File: src/scrc_pkg.sv
// Purpose: Shared constants and types for the seconds-counter timekeeping core.
// Assumes: 125 MHz system clock; 32.768 kHz oscillator sampled as a plain input.
// Notes:   Register pointer values, field positions, reset values and timing counts.

package scrc_pkg;

   // System clock rate
   localparam int unsigned SYS_CLK_KHZ = 125000;

   // Register pointer values
   localparam logic [7:0] REG_COUNT_A = 8'h00;
   localparam logic [7:0] REG_COUNT_B = 8'h01;
   localparam logic [7:0] REG_COUNT_C = 8'h02;
   localparam logic [7:0] REG_COUNT_D = 8'h03;
   localparam logic [7:0] REG_OSC_CTRL = 8'h04;
   localparam logic [7:0] REG_CHARGE_CFG = 8'h05;
   localparam logic [7:0] REG_LAST = REG_CHARGE_CFG;

   // Serial bus slave address
   localparam logic [6:0] DEV_ADDR = 7'h68;

   // Field positions
   localparam int OSC_STOP_BIT = 7;
   localparam int KEY_MSB = 7;
   localparam int KEY_LSB = 4;
   localparam int DIODE_MSB = 3;
   localparam int DIODE_LSB = 2;
   localparam int RES_MSB = 1;
   localparam int RES_LSB = 0;

   // Field codes
   localparam logic [3:0] CHARGER_KEY = 4'hA;
   localparam logic [1:0] DIODE_NONE = 2'h1;
   localparam logic [1:0] DIODE_IN = 2'h2;
   localparam logic [1:0] RES_NONE = 2'h0;

   // Reset values
   localparam logic OSC_STOP_RST = 1'b0;
   localparam logic [7:0] CHARGE_CFG_RST = 8'h00;
   localparam logic [31:0] COUNT_RST = 32'h0000_0000;

   // Oscillator division to one second
   localparam int unsigned OSC_DIV = 32768;

   // Supervisor timing
   localparam int unsigned RST_HOLD_MS = 250;
   localparam int unsigned RST_HOLD_CYC = RST_HOLD_MS * SYS_CLK_KHZ;
   localparam int unsigned OSC_START_MS = 500;
   localparam int unsigned OSC_START_CYC = OSC_START_MS * SYS_CLK_KHZ;

   typedef enum logic [4:0] {
      BS_IDLE = 5'b00001,
      BS_RECV = 5'b00010,
      BS_ACK = 5'b00100,
      BS_SEND = 5'b01000,
      BS_MACK = 5'b10000
   } scrc_bus_state_t;

   typedef enum logic [2:0] {
      PH_ADDR = 3'b001,
      PH_PTR = 3'b010,
      PH_DATA = 3'b100
   } scrc_phase_t;

   typedef enum logic [2:0] {
      PS_FAIL = 3'b001,
      PS_HOLD = 3'b010,
      PS_OK = 3'b100
   } scrc_pwr_state_t;

   typedef struct packed {
      logic enable;
      logic diodeIn;
      logic [1:0] resistor;
   } scrc_charge_t;

endpackage : scrc_pkg

File: src/scrc_core.sv
// Purpose: Seconds-counter timekeeping core with serial bus slave and supply supervisor.
// Assumes: All pin inputs asynchronous to sys_clk; sdaIn/sclIn are wire levels.
// Notes:   Open-drain pins: Oe high pulls the line low, Out is held at zero.
// Summary of operation
// - A 32-bit counter advances once per second of oscillator time.
// - Reset output is driven active while supply is at or below trip.
// - After supply returns, reset stays active for 250 ms.
// - Stop bit set during the fail adds oscillator start-up time to hold.
// - Writes are START, slave address, pointer, then bytes until STOP; reads send no pointer byte.
// - Counter bytes sit at pointers 00h to 03h, readable and writable.
// - Pointer increments per byte and wraps from 05h to 00h.
// - While supply is failed, all serial register access is refused.
// - Control bit 7 is an active-low oscillator enable for backup supply.
// - On backup, stop bit 0 runs oscillator, 1 stops it into standby.
// - On main supply oscillator runs; counting only while stop bit is 0.
// - Charger enabled only when unlock key bits 7-4 equal 1010.
// - Charger configuration powers up disabled.
// - Resistor field 01-11 picks a resistor; 00 disables charger.
// - Slave address 1101000, direction bit 1 reads; matching address is acked.
// - Read without pointer write starts at the pointer left last time.

`timescale 1ns/10ps

module scrc_core
   import scrc_pkg::*;
#(
   parameter int unsigned HOLD_CYCLES = RST_HOLD_CYC,
   parameter int unsigned START_CYCLES = OSC_START_CYC
) (
   input wire logic sys_clk,
   input wire logic rst_n,
   input wire logic clkEn,
   input wire logic oscClkIn,
   input wire logic supplyLow,
   input wire logic onBackup,
   input wire logic sclIn,
   input wire logic sdaIn,
   output logic sdaOut,
   output logic sdaOe,
   output logic resetOut_n,
   output logic resetOe,
   output logic oscRun,
   output logic standby,
   output scrc_charge_t charge
);

   // Two-flop synchronisers for every pin input
   logic [4:0] syncA_q;
   logic [4:0] syncB_q;
   logic oscPrev_q;
   logic sclPrev_q;
   logic sdaPrev_q;

   always_ff @(posedge sys_clk or negedge rst_n) begin
      if (!rst_n) begin
         syncA_q <= 5'h1F;
         syncB_q <= 5'h1F;
         oscPrev_q <= 1'b1;
         sclPrev_q <= 1'b1;
         sdaPrev_q <= 1'b1;
      end else if (clkEn) begin
         syncA_q <= {oscClkIn, supplyLow, onBackup, sclIn, sdaIn};
         syncB_q <= syncA_q;
         oscPrev_q <= syncB_q[4];
         sclPrev_q <= syncB_q[1];
         sdaPrev_q <= syncB_q[0];
      end
   end

   logic oscS;
   logic failS;
   logic backupS;
   logic sclS;
   logic sdaS;
   assign {oscS, failS, backupS, sclS, sdaS} = syncB_q;

   logic oscRise;
   logic sclRise;
   logic sclFall;
   logic startEv;
   logic stopEv;
   assign oscRise = oscS & ~oscPrev_q;
   assign sclRise = sclS & ~sclPrev_q;
   assign sclFall = ~sclS & sclPrev_q;
   assign startEv = sclS & sclPrev_q & sdaPrev_q & ~sdaS;
   assign stopEv = sclS & sclPrev_q & ~sdaPrev_q & sdaS;

   // Stored state
   logic [31:0] count_q;
   logic [7:0] snap_q [4];
   logic oscStop_q;
   logic [7:0] chargeCfg_q;
   logic dirty_q;

   // Serial bus slave state
   scrc_bus_state_t busSt_q;
   scrc_phase_t phase_q;
   logic [3:0] bitCnt_q;
   logic [7:0] shift_q;
   logic [7:0] txShift_q;
   logic [7:0] ptr_q;
   logic readDir_q;
   logic nack_q;
   logic sdaLow_q;

   function automatic logic [7:0] nextPtr(input logic [7:0] p);
      if (p >= REG_LAST) begin
         nextPtr = REG_COUNT_A;
      end else begin
         nextPtr = p + 8'h01;
      end
   endfunction : nextPtr

   function automatic logic [7:0] readReg(input logic [7:0] p);
      readReg = 8'h00;
      if (p == REG_COUNT_A) begin
         readReg = snap_q[0];
      end else if (p == REG_COUNT_B) begin
         readReg = snap_q[1];
      end else if (p == REG_COUNT_C) begin
         readReg = snap_q[2];
      end else if (p == REG_COUNT_D) begin
         readReg = snap_q[3];
      end else if (p == REG_OSC_CTRL) begin
         readReg = {oscStop_q, 7'h00};
      end else if (p == REG_CHARGE_CFG) begin
         readReg = chargeCfg_q;
      end
   endfunction : readReg

   // A function result cannot be part-selected, so the byte to send is a named net
   logic [7:0] rdVal;
   assign rdVal = readReg(ptr_q);

   logic byteDone;
   logic addrHit;
   logic wrStrobe;
   logic commit;
   assign byteDone = (busSt_q == BS_RECV) && sclFall && (bitCnt_q == 4'h8);
   assign addrHit = byteDone && (phase_q == PH_ADDR) && (shift_q[7:1] == DEV_ADDR);
   assign wrStrobe = byteDone && (phase_q == PH_DATA);
   // A repeated START also closes a write, so the counter never loads half a burst
   assign commit = (startEv || stopEv) && dirty_q && !failS;

   // Bus protocol engine
   always_ff @(posedge sys_clk or negedge rst_n) begin
      if (!rst_n) begin
         busSt_q <= BS_IDLE;
         phase_q <= PH_ADDR;
         bitCnt_q <= 4'h0;
         shift_q <= 8'h00;
         txShift_q <= 8'h00;
         ptr_q <= REG_COUNT_A;
         readDir_q <= 1'b0;
         nack_q <= 1'b0;
         sdaLow_q <= 1'b0;
      end else if (clkEn) begin
         if (failS) begin
            busSt_q <= BS_IDLE;
            sdaLow_q <= 1'b0;
         end else if (startEv) begin
            busSt_q <= BS_RECV;
            phase_q <= PH_ADDR;
            bitCnt_q <= 4'h0;
            sdaLow_q <= 1'b0;
         end else if (stopEv) begin
            busSt_q <= BS_IDLE;
            sdaLow_q <= 1'b0;
         end else begin
            case (busSt_q)
               BS_RECV: begin
                  if (sclRise && bitCnt_q != 4'h8) begin
                     shift_q <= {shift_q[6:0], sdaS};
                     bitCnt_q <= bitCnt_q + 4'h1;
                  end else if (byteDone) begin
                     if (phase_q == PH_ADDR) begin
                        if (addrHit) begin
                           readDir_q <= shift_q[0];
                           phase_q <= PH_PTR;
                           busSt_q <= BS_ACK;
                           sdaLow_q <= 1'b1;
                        end else begin
                           busSt_q <= BS_IDLE;
                        end
                     end else if (phase_q == PH_PTR) begin
                        ptr_q <= shift_q;
                        phase_q <= PH_DATA;
                        busSt_q <= BS_ACK;
                        sdaLow_q <= 1'b1;
                     end else begin
                        ptr_q <= nextPtr(ptr_q);
                        busSt_q <= BS_ACK;
                        sdaLow_q <= 1'b1;
                     end
                  end
               end
               BS_ACK: begin
                  if (sclFall) begin
                     if (readDir_q) begin
                        // Read starts wherever the pointer was left
                        txShift_q <= {rdVal[6:0], 1'b0};
                        sdaLow_q <= ~rdVal[7];
                        bitCnt_q <= 4'h1;
                        busSt_q <= BS_SEND;
                     end else begin
                        sdaLow_q <= 1'b0;
                        bitCnt_q <= 4'h0;
                        busSt_q <= BS_RECV;
                     end
                  end
               end
               BS_SEND: begin
                  if (sclFall) begin
                     if (bitCnt_q == 4'h8) begin
                        sdaLow_q <= 1'b0;
                        ptr_q <= nextPtr(ptr_q);
                        busSt_q <= BS_MACK;
                     end else begin
                        sdaLow_q <= ~txShift_q[7];
                        txShift_q <= {txShift_q[6:0], 1'b0};
                        bitCnt_q <= bitCnt_q + 4'h1;
                     end
                  end
               end
               BS_MACK: begin
                  if (sclRise) begin
                     nack_q <= sdaS;
                  end else if (sclFall) begin
                     if (nack_q) begin
                        busSt_q <= BS_IDLE;
                     end else begin
                        txShift_q <= {rdVal[6:0], 1'b0};
                        sdaLow_q <= ~rdVal[7];
                        bitCnt_q <= 4'h1;
                        busSt_q <= BS_SEND;
                     end
                  end
               end
               default: begin
                  sdaLow_q <= 1'b0;
               end
            endcase
         end
      end
   end

   // Counter bytes: snapshot on address match, edited in place by writes
   genvar g;
   generate
      for (g = 0; g < 4; g++) begin : gSnap
         always_ff @(posedge sys_clk or negedge rst_n) begin
            if (!rst_n) begin
               snap_q[g] <= 8'h00;
            end else if (clkEn) begin
               if (addrHit) begin
                  snap_q[g] <= count_q[8 * g +: 8];
               end else if (wrStrobe && ptr_q == 8'(g)) begin
                  snap_q[g] <= shift_q;
               end
            end
         end
      end
   endgenerate

   always_ff @(posedge sys_clk or negedge rst_n) begin
      if (!rst_n) begin
         dirty_q <= 1'b0;
      end else if (clkEn) begin
         if (commit || failS) begin
            dirty_q <= 1'b0;
         end else if (wrStrobe && ptr_q <= REG_COUNT_D) begin
            dirty_q <= 1'b1;
         end
      end
   end

   // Control and charger configuration
   always_ff @(posedge sys_clk or negedge rst_n) begin
      if (!rst_n) begin
         oscStop_q <= OSC_STOP_RST;
         chargeCfg_q <= CHARGE_CFG_RST;
      end else if (clkEn) begin
         if (wrStrobe && ptr_q == REG_OSC_CTRL) begin
            oscStop_q <= shift_q[OSC_STOP_BIT];
         end
         if (wrStrobe && ptr_q == REG_CHARGE_CFG) begin
            chargeCfg_q <= shift_q;
         end
      end
   end

   logic [3:0] keyF;
   logic [1:0] diodeF;
   logic [1:0] resF;
   assign keyF = chargeCfg_q[KEY_MSB:KEY_LSB];
   assign diodeF = chargeCfg_q[DIODE_MSB:DIODE_LSB];
   assign resF = chargeCfg_q[RES_MSB:RES_LSB];

   always_ff @(posedge sys_clk or negedge rst_n) begin
      if (!rst_n) begin
         charge <= '0;
      end else if (clkEn) begin
         charge.enable <= (keyF == CHARGER_KEY)
            && (diodeF == DIODE_NONE || diodeF == DIODE_IN)
            && (resF != RES_NONE);
         charge.diodeIn <= (diodeF == DIODE_IN);
         charge.resistor <= resF;
      end
   end

   // Oscillator gating
   always_ff @(posedge sys_clk or negedge rst_n) begin
      if (!rst_n) begin
         oscRun <= 1'b1;
         standby <= 1'b0;
      end else if (clkEn) begin
         oscRun <= !backupS || !oscStop_q;
         standby <= backupS && oscStop_q;
      end
   end

   // Seconds prescaler; stopping it keeps the partial second for later
   logic [14:0] presc_q;
   logic tick;
   logic countEn;
   assign countEn = !oscStop_q;
   assign tick = countEn && oscRise && (presc_q == 15'(OSC_DIV - 1));

   always_ff @(posedge sys_clk or negedge rst_n) begin
      if (!rst_n) begin
         presc_q <= 15'h0000;
      end else if (clkEn) begin
         if (countEn && oscRise) begin
            presc_q <= presc_q + 15'h0001;
         end
      end
   end

   always_ff @(posedge sys_clk or negedge rst_n) begin
      if (!rst_n) begin
         count_q <= COUNT_RST;
      end else if (clkEn) begin
         if (commit) begin
            // Software load wins over a coincident tick
            count_q <= {snap_q[3], snap_q[2], snap_q[1], snap_q[0]};
         end else if (tick) begin
            count_q <= count_q + 32'h0000_0001;
         end
      end
   end

   // Supply supervisor; power-on behaves like a supply return
   scrc_pwr_state_t pwrSt_q;
   logic [31:0] hold_q;
   logic stopInFail_q;

   always_ff @(posedge sys_clk or negedge rst_n) begin
      if (!rst_n) begin
         pwrSt_q <= PS_FAIL;
         hold_q <= 32'h0000_0000;
         stopInFail_q <= 1'b0;
      end else if (clkEn) begin
         case (pwrSt_q)
            PS_FAIL: begin
               if (oscStop_q) begin
                  stopInFail_q <= 1'b1;
               end
               if (!failS) begin
                  pwrSt_q <= PS_HOLD;
                  if (stopInFail_q || oscStop_q) begin
                     hold_q <= 32'(HOLD_CYCLES) + 32'(START_CYCLES);
                  end else begin
                     hold_q <= 32'(HOLD_CYCLES);
                  end
               end
            end
            PS_HOLD: begin
               if (failS) begin
                  pwrSt_q <= PS_FAIL;
               end else if (hold_q <= 32'h0000_0001) begin
                  pwrSt_q <= PS_OK;
                  stopInFail_q <= 1'b0;
               end else begin
                  hold_q <= hold_q - 32'h0000_0001;
               end
            end
            PS_OK: begin
               if (failS) begin
                  pwrSt_q <= PS_FAIL;
                  stopInFail_q <= oscStop_q;
               end
            end
            default: begin
               pwrSt_q <= PS_FAIL;
            end
         endcase
      end
   end

   always_ff @(posedge sys_clk or negedge rst_n) begin
      if (!rst_n) begin
         resetOe <= 1'b1;
         resetOut_n <= 1'b0;
         sdaOe <= 1'b0;
         sdaOut <= 1'b0;
      end else if (clkEn) begin
         resetOe <= (pwrSt_q != PS_OK) && !(pwrSt_q == PS_HOLD && hold_q <= 32'h0000_0001);
         resetOut_n <= 1'b0;
         sdaOe <= sdaLow_q && !failS;
         sdaOut <= 1'b0;
      end
   end

endmodule : scrc_core

File: config.mk
export PLATFORM = sky130hd
export DESIGN_NAME = scrc_core
export DESIGN_NICKNAME = d
export VERILOG_FILES = /design/src/scrc_pkg.sv /design/src/scrc_core.sv
export SDC_FILE = /design/constraint.sdc
export NUM_CORES = 1
export LEC_CHECK = 0
export BUFFER_PORTS_ARGS = -buffer_cell sky130_fd_sc_hd__buf_2
export CAP_MARGIN = 40
export CORE_UTILIZATION = 41
export DETAILED_ROUTE_END_ITERATION = 7
export PLACE_DENSITY = 0.64
export SYNTH_ARGS = -nofsm -noshare
export SYNTH_HDL_FRONTEND = slang
export SYNTH_SLANG_ARGS = --single-unit
File: constraint.sdc
create_clock -name sys_clk -period 7.88 [get_ports sys_clk]
set_input_delay 1.576 -clock sys_clk [delete_from_list [all_inputs] [get_ports sys_clk]]
set_output_delay 1.576 -clock sys_clk [all_outputs]
set_load 0.005 [all_outputs]
======== After elaboration in Yosys (flattened, before gate mapping) ========
Cells that the tools add are included.
word-level totals
  memories ................................ 0
  flip-flop bits (word level) ............. 185
  bits in latches ......................... 0
  RAM bits ................................ 0
  logic and storage cells ................. 288
  input port bits ......................... 8
  bits in read-only memories .............. 0
  output and inout port bits .............. 10
operators by class
  muxes and demuxes ....................... 98
  equality and inequality tests ........... 60
  add/subtract/negate cells ............... 5
  multiply operators ...................... 0
  reduce and logical (&&, ||, !) cells .... 70
  divide/modulo/power cells ............... 0
  bitwise operators ....................... 19
  shift-type cells ........................ 0
  order comparisons ....................... 3
operators by type and width
  operator                                               number
  2-to-1 mux 8 bit                                       28
  2-to-1 mux 32 bit                                      5
  case mux 32 bit (2 select lines)                       1
  2-to-1 mux 5 bit                                       11
  2-to-1 mux 4 bit                                       11
  inequality test 5 bit (second input constant)          8
  2-to-1 mux 3 bit                                       13
  inequality test 2 bit (second input constant)          19
  adder 32 x 1 -> 32 bit (second input constant)         1
  <= comparator 32 x 1 -> 1 bit (second input constant)  1
  subtractor 32 x 1 -> 32 bit (second input constant)    1
  2-to-1 mux 27 bit                                      1
  inequality test 3 bit (second input constant)          9
  AND reduction 9 bit                                    3
  case mux 8 bit (3 select lines)                        1
  logical AND 1 bit                                      23
  nonzero test 2 bit                                     11
  2-to-1 mux 1 bit                                       21
  case mux 5 bit (4 select lines)                        1
  AND reduction 2 bit                                    9
  AND reduction 6 bit                                    3
  equality test 8 x 2 -> 1 bit (second input constant)   2
  equality test 8 x 3 -> 1 bit (second input constant)   2
  case mux 4 bit (4 select lines)                        1
  39 further kinds                                       69

======== Logic depth before layout (Yosys ltp) ========
  depth after elaboration ................. 15
  gate-level depth with buffers ........... 10
  depth with buffers taken out ............ 8

======== Worst setup path before layout ========
Ideal clock, no wire load.
  path kind ............................... input to register
  start point ............................. input port clkEn
  end point ............................... register count_q[11]
  path buffers ............................ 2
  path slack .............................. 4,682 ps
  setup time .............................. 137 ps
  stages on the path ...................... 7
  arrival ................................. 3,061 ps
  data required time ...................... 7,743 ps
  path through ............................ nand4bb_1 > nor3_1 > nand3_1 > nand2_1 > clkbuf_1 > clkbuf_1 > a21oi_1
on the way
  longest elaborated chain between the ends .. 1
ends and longest elaborated chain
  element                        RTL line          source
  start, declared                scrc_core.sv:32   input wire logic clkEn,
  AND reduction 2 bit (no line)  n/a
  end signal, assigned           scrc_core.sv:345  count_q <= {snap_q[3], snap_q[2], snap_q[1], snap_q[0]};
  end signal, assigned           scrc_core.sv:347  count_q <= count_q + 32'h0000_0001;
  end, declared                  scrc_core.sv:89   logic [31:0] count_q;
Every way passes these cells.
A chain may end at the register's enable or synchronous reset.

======== Worst setup path after layout ========
  start point ............................. input port clkEn
  end point ............................... register snap_q[6] (netlist name)
on the way
  longest elaborated chain between the ends .. 1
ends and longest elaborated chain
  element                        RTL line          source
  AND reduction 2 bit (no line)  n/a
  end signal, assigned by index  scrc_core.sv:256  snap_q[g] <= count_q[8 * g +: 8];
  end signal, assigned by index  scrc_core.sv:258  snap_q[g] <= shift_q;
  end, declared                  scrc_core.sv:90   logic [7:0] snap_q [4];
Every way passes these cells.

==> metrics.cfg <==
[synthesis]
postSynthCellCount=1115
yosys-top-cells-area=dfrtp_1 (41%), a21oi_1 (5.4%), dfstp_2 (4.7%), mux2_2 (4.7%), nor2_1 (4.3%)
avgSynthCellArea_sq_um=9.10
synth_top_area_share_pct=41.0
netlist_area_sq_um=10100
ys_top_cells_by_count=dfrtp_1 (166), nor2_1 (116), nand2_1 (112)
synth-edff-count=0
ys_seq_area_share_pct=45.6
async_flop_share_pct=100
synth.most_common_cell=dfrtp_1
synth.largest_area_cell=dfrtp_1
post_synth_num_cell_types=84
ys.flop_type=dfrtp_1
ys_warn_count=0
ys_ff_latch=184

[cells_and_area]
num_antenna_cells=0
syn_to_final_growth_pct=9.51
nNetsFinal=1121
drive_above_1_share_pct=13.9

[sta]
finalMaxSlewViolations=0
min_period_ps=3830
maxSlewHeadroom_pct=40.1
fin_tns_setup_ps=0
period_share_pct=48.6
max_freq_mhz=261
worst_slew_pin_slew_ps=893
rsz0062_at_grt=no
setup-violations-final=0
final-hold-violation-count=0
finClkSkew_ps=13.4
holdWs_ps=477

[floorplanning]
io_pins=18
core_sq_um=24300
initial_core_util_pct=41.7
die_height_um=159
rows=57
design.die.area_sq_um=25400
dieWidth_um=159

[clock_tree]
cts-buffers-inserted=17
cts_max_path_buffers=2
cts_setup_buffers=0
cts_max_level=4
insertion_delay_ps=440
cts_tree=built
cts_hold_buf=0
numClockSinks=184
cts.clk_slew.worst_paths_ps=80
cts_root_buf=clkbuf_16
ctsResizeCount=0

[route]
drt_first_pass_iters=5
drtIter0Drc=688
routed_wl_mm=26.9
ant_nets=0
drc=0
vias=8473
avgViaCountPerCell=5.89
avgRoutedWirePerCell_um=18.7

[placement]
dp_hpwl_mm=18.2
gp_congestion=0.908
io_buffers=15

[critical_path]
crit_chain=buf_2 > buf_4 > inv_1 > nor4b_1 > nand3_2 > o32ai_4 > nor2_1 > a31oi_1
cp.arrival_ps=4180
cp-end-kind=flop
critical_path.max_fanout=34
crit_path_start_kind=input pin
crit_type=input pin to flop
cpMaxStageDelayCell=o32ai_4
slowest_delay_ps=620
cp_data_required_time_ps=8240

[global_route]
overflow=0
grt_pass1_wl_mm=44.8
grt_pass1_vias=8169
antenna_found_initial=0
grt_max_degree=76
track_usage_pct=22.1

[min_path]
hold_path_class=flop to flop

[power_and_ir_drop]
power_leakage_uw=0.00443
p_per_area_nw_per_um2=225
vdd_drop_max_mv=0.126

[status]
outcome=complete, no violations

[flow_run]
maxCapViolCount=0

==> layer usage <==
| layer | vias to the layer above | track usage (%) | routed length, um | share of wire, % |
|---|---|---|---|---|
| li1 | 4053 | - | - | - |
| met1 | 4133 | 31.5 | 12700 | 47 |
| met2 | 237 | 33.9 | 12200 | 45 |
| met3 | 50 | 3.39 | 1280 | 4.7 |
| met4 | 0 | 8.48 | 726 | 2.7 |
| met5 | - | 0 | 0 | 0 |
==> critical path, delay by kind of cell <==
family	cells	cell delay (ps)
and+or+nand+nor	3	970
AOI/OAI and AO/OA	2	770
buffers and inverters	3	850
==> power by group <==
| part | internal, uW | switching, uW |
|---|---|---|
| clock | 459 | 409 |
| combinational | 181 | 263 |
| sequential | 1050 | 134 |
| total | 1690 | 805 |
==> layout by cell type (no fill, tap or decap), drive strengths merged, types with 10 or more instances in the layout <==
master	count
nand4	15
mux2	42
ha	11
nor3	32
xor2	13
nor4	13
nor2	117
dfstp	18
o22ai	26
a21oi	109
nand2	112
o21ai	80
buf	28
nand3	42
xnor2	13
dfrtp	166
or4	10
and3	20
inv	36
clkbuf	19
o211ai	11
a31oi	29
==> area by class of cell <==
class                      instances  area, sq um
sequential                       184         4630
clock inverter                    14          156
tap                              324          405
clock buffer                      18          439
fill                            2308        13200
timing repair buffer              29          229
inverter                          29          109
multi-input combinational        841         5140
==> worst paths after layout <==
| kind | end | depth (start not counted) | slack, ps | start |
|---|---|---|---|---|
| setup / recovery | snap_q[6] | 8 | 4050 | clkEn |
| max in group asynchronous | count_q[23] | 4 | 5500 | rst_n |
| hold / removal | presc_q[7] | 1 | 480 | presc_q[7] |
| setup reg to reg | snap_q[31] | 6 | 4560 | shift_q[1] |
| hold reg to reg | presc_q[7] | 1 | 480 | presc_q[7] |
| min in group asynchronous | presc_q[12] | 1 | 1040 | rst_n |
==> sequential cells by signal, indices dropped and copies added, names as in the netlist, 7 cells and up <==
signal and count:
chargeCfg_q 8, count_q 32, hold_q 32, presc_q 15
ptr_q 8, shift_q 8, snap_q 32, txShift_q 7
==> through the flow <==
stage                     setup slack [ps]  total power (uW)  cell area [sq um]  util [%]  cells
final                                 4050              2500              11100      45.7   1439
after global routing                  3740              2630              11100      45.7   1439
after CTS                             4060              2510              11100      45.7   1439
after detailed placement              3620              1640              10500      43.2   1407
after global placement                3750              1630              10500      43.0   1404
after floorplan                       4680              1500              10100         -   1116
==> logic make-up (layout without fill, tap and decap cells) <==
group,after synthesis,count (layout),synth area share (%)
and+or+nand+nor,428,428,21.5
adders and majority gates,11,11,1.36
other,1,2,0.0370
AOI/OAI and AO/OA,327,327,20.3
muxes,47,47,5.16
xor gates and xnor gates,26,26,2.24
DFF,184,184,45.6
buffers and inverters,91,90,3.84
Power figures use the tool's default switching activity.
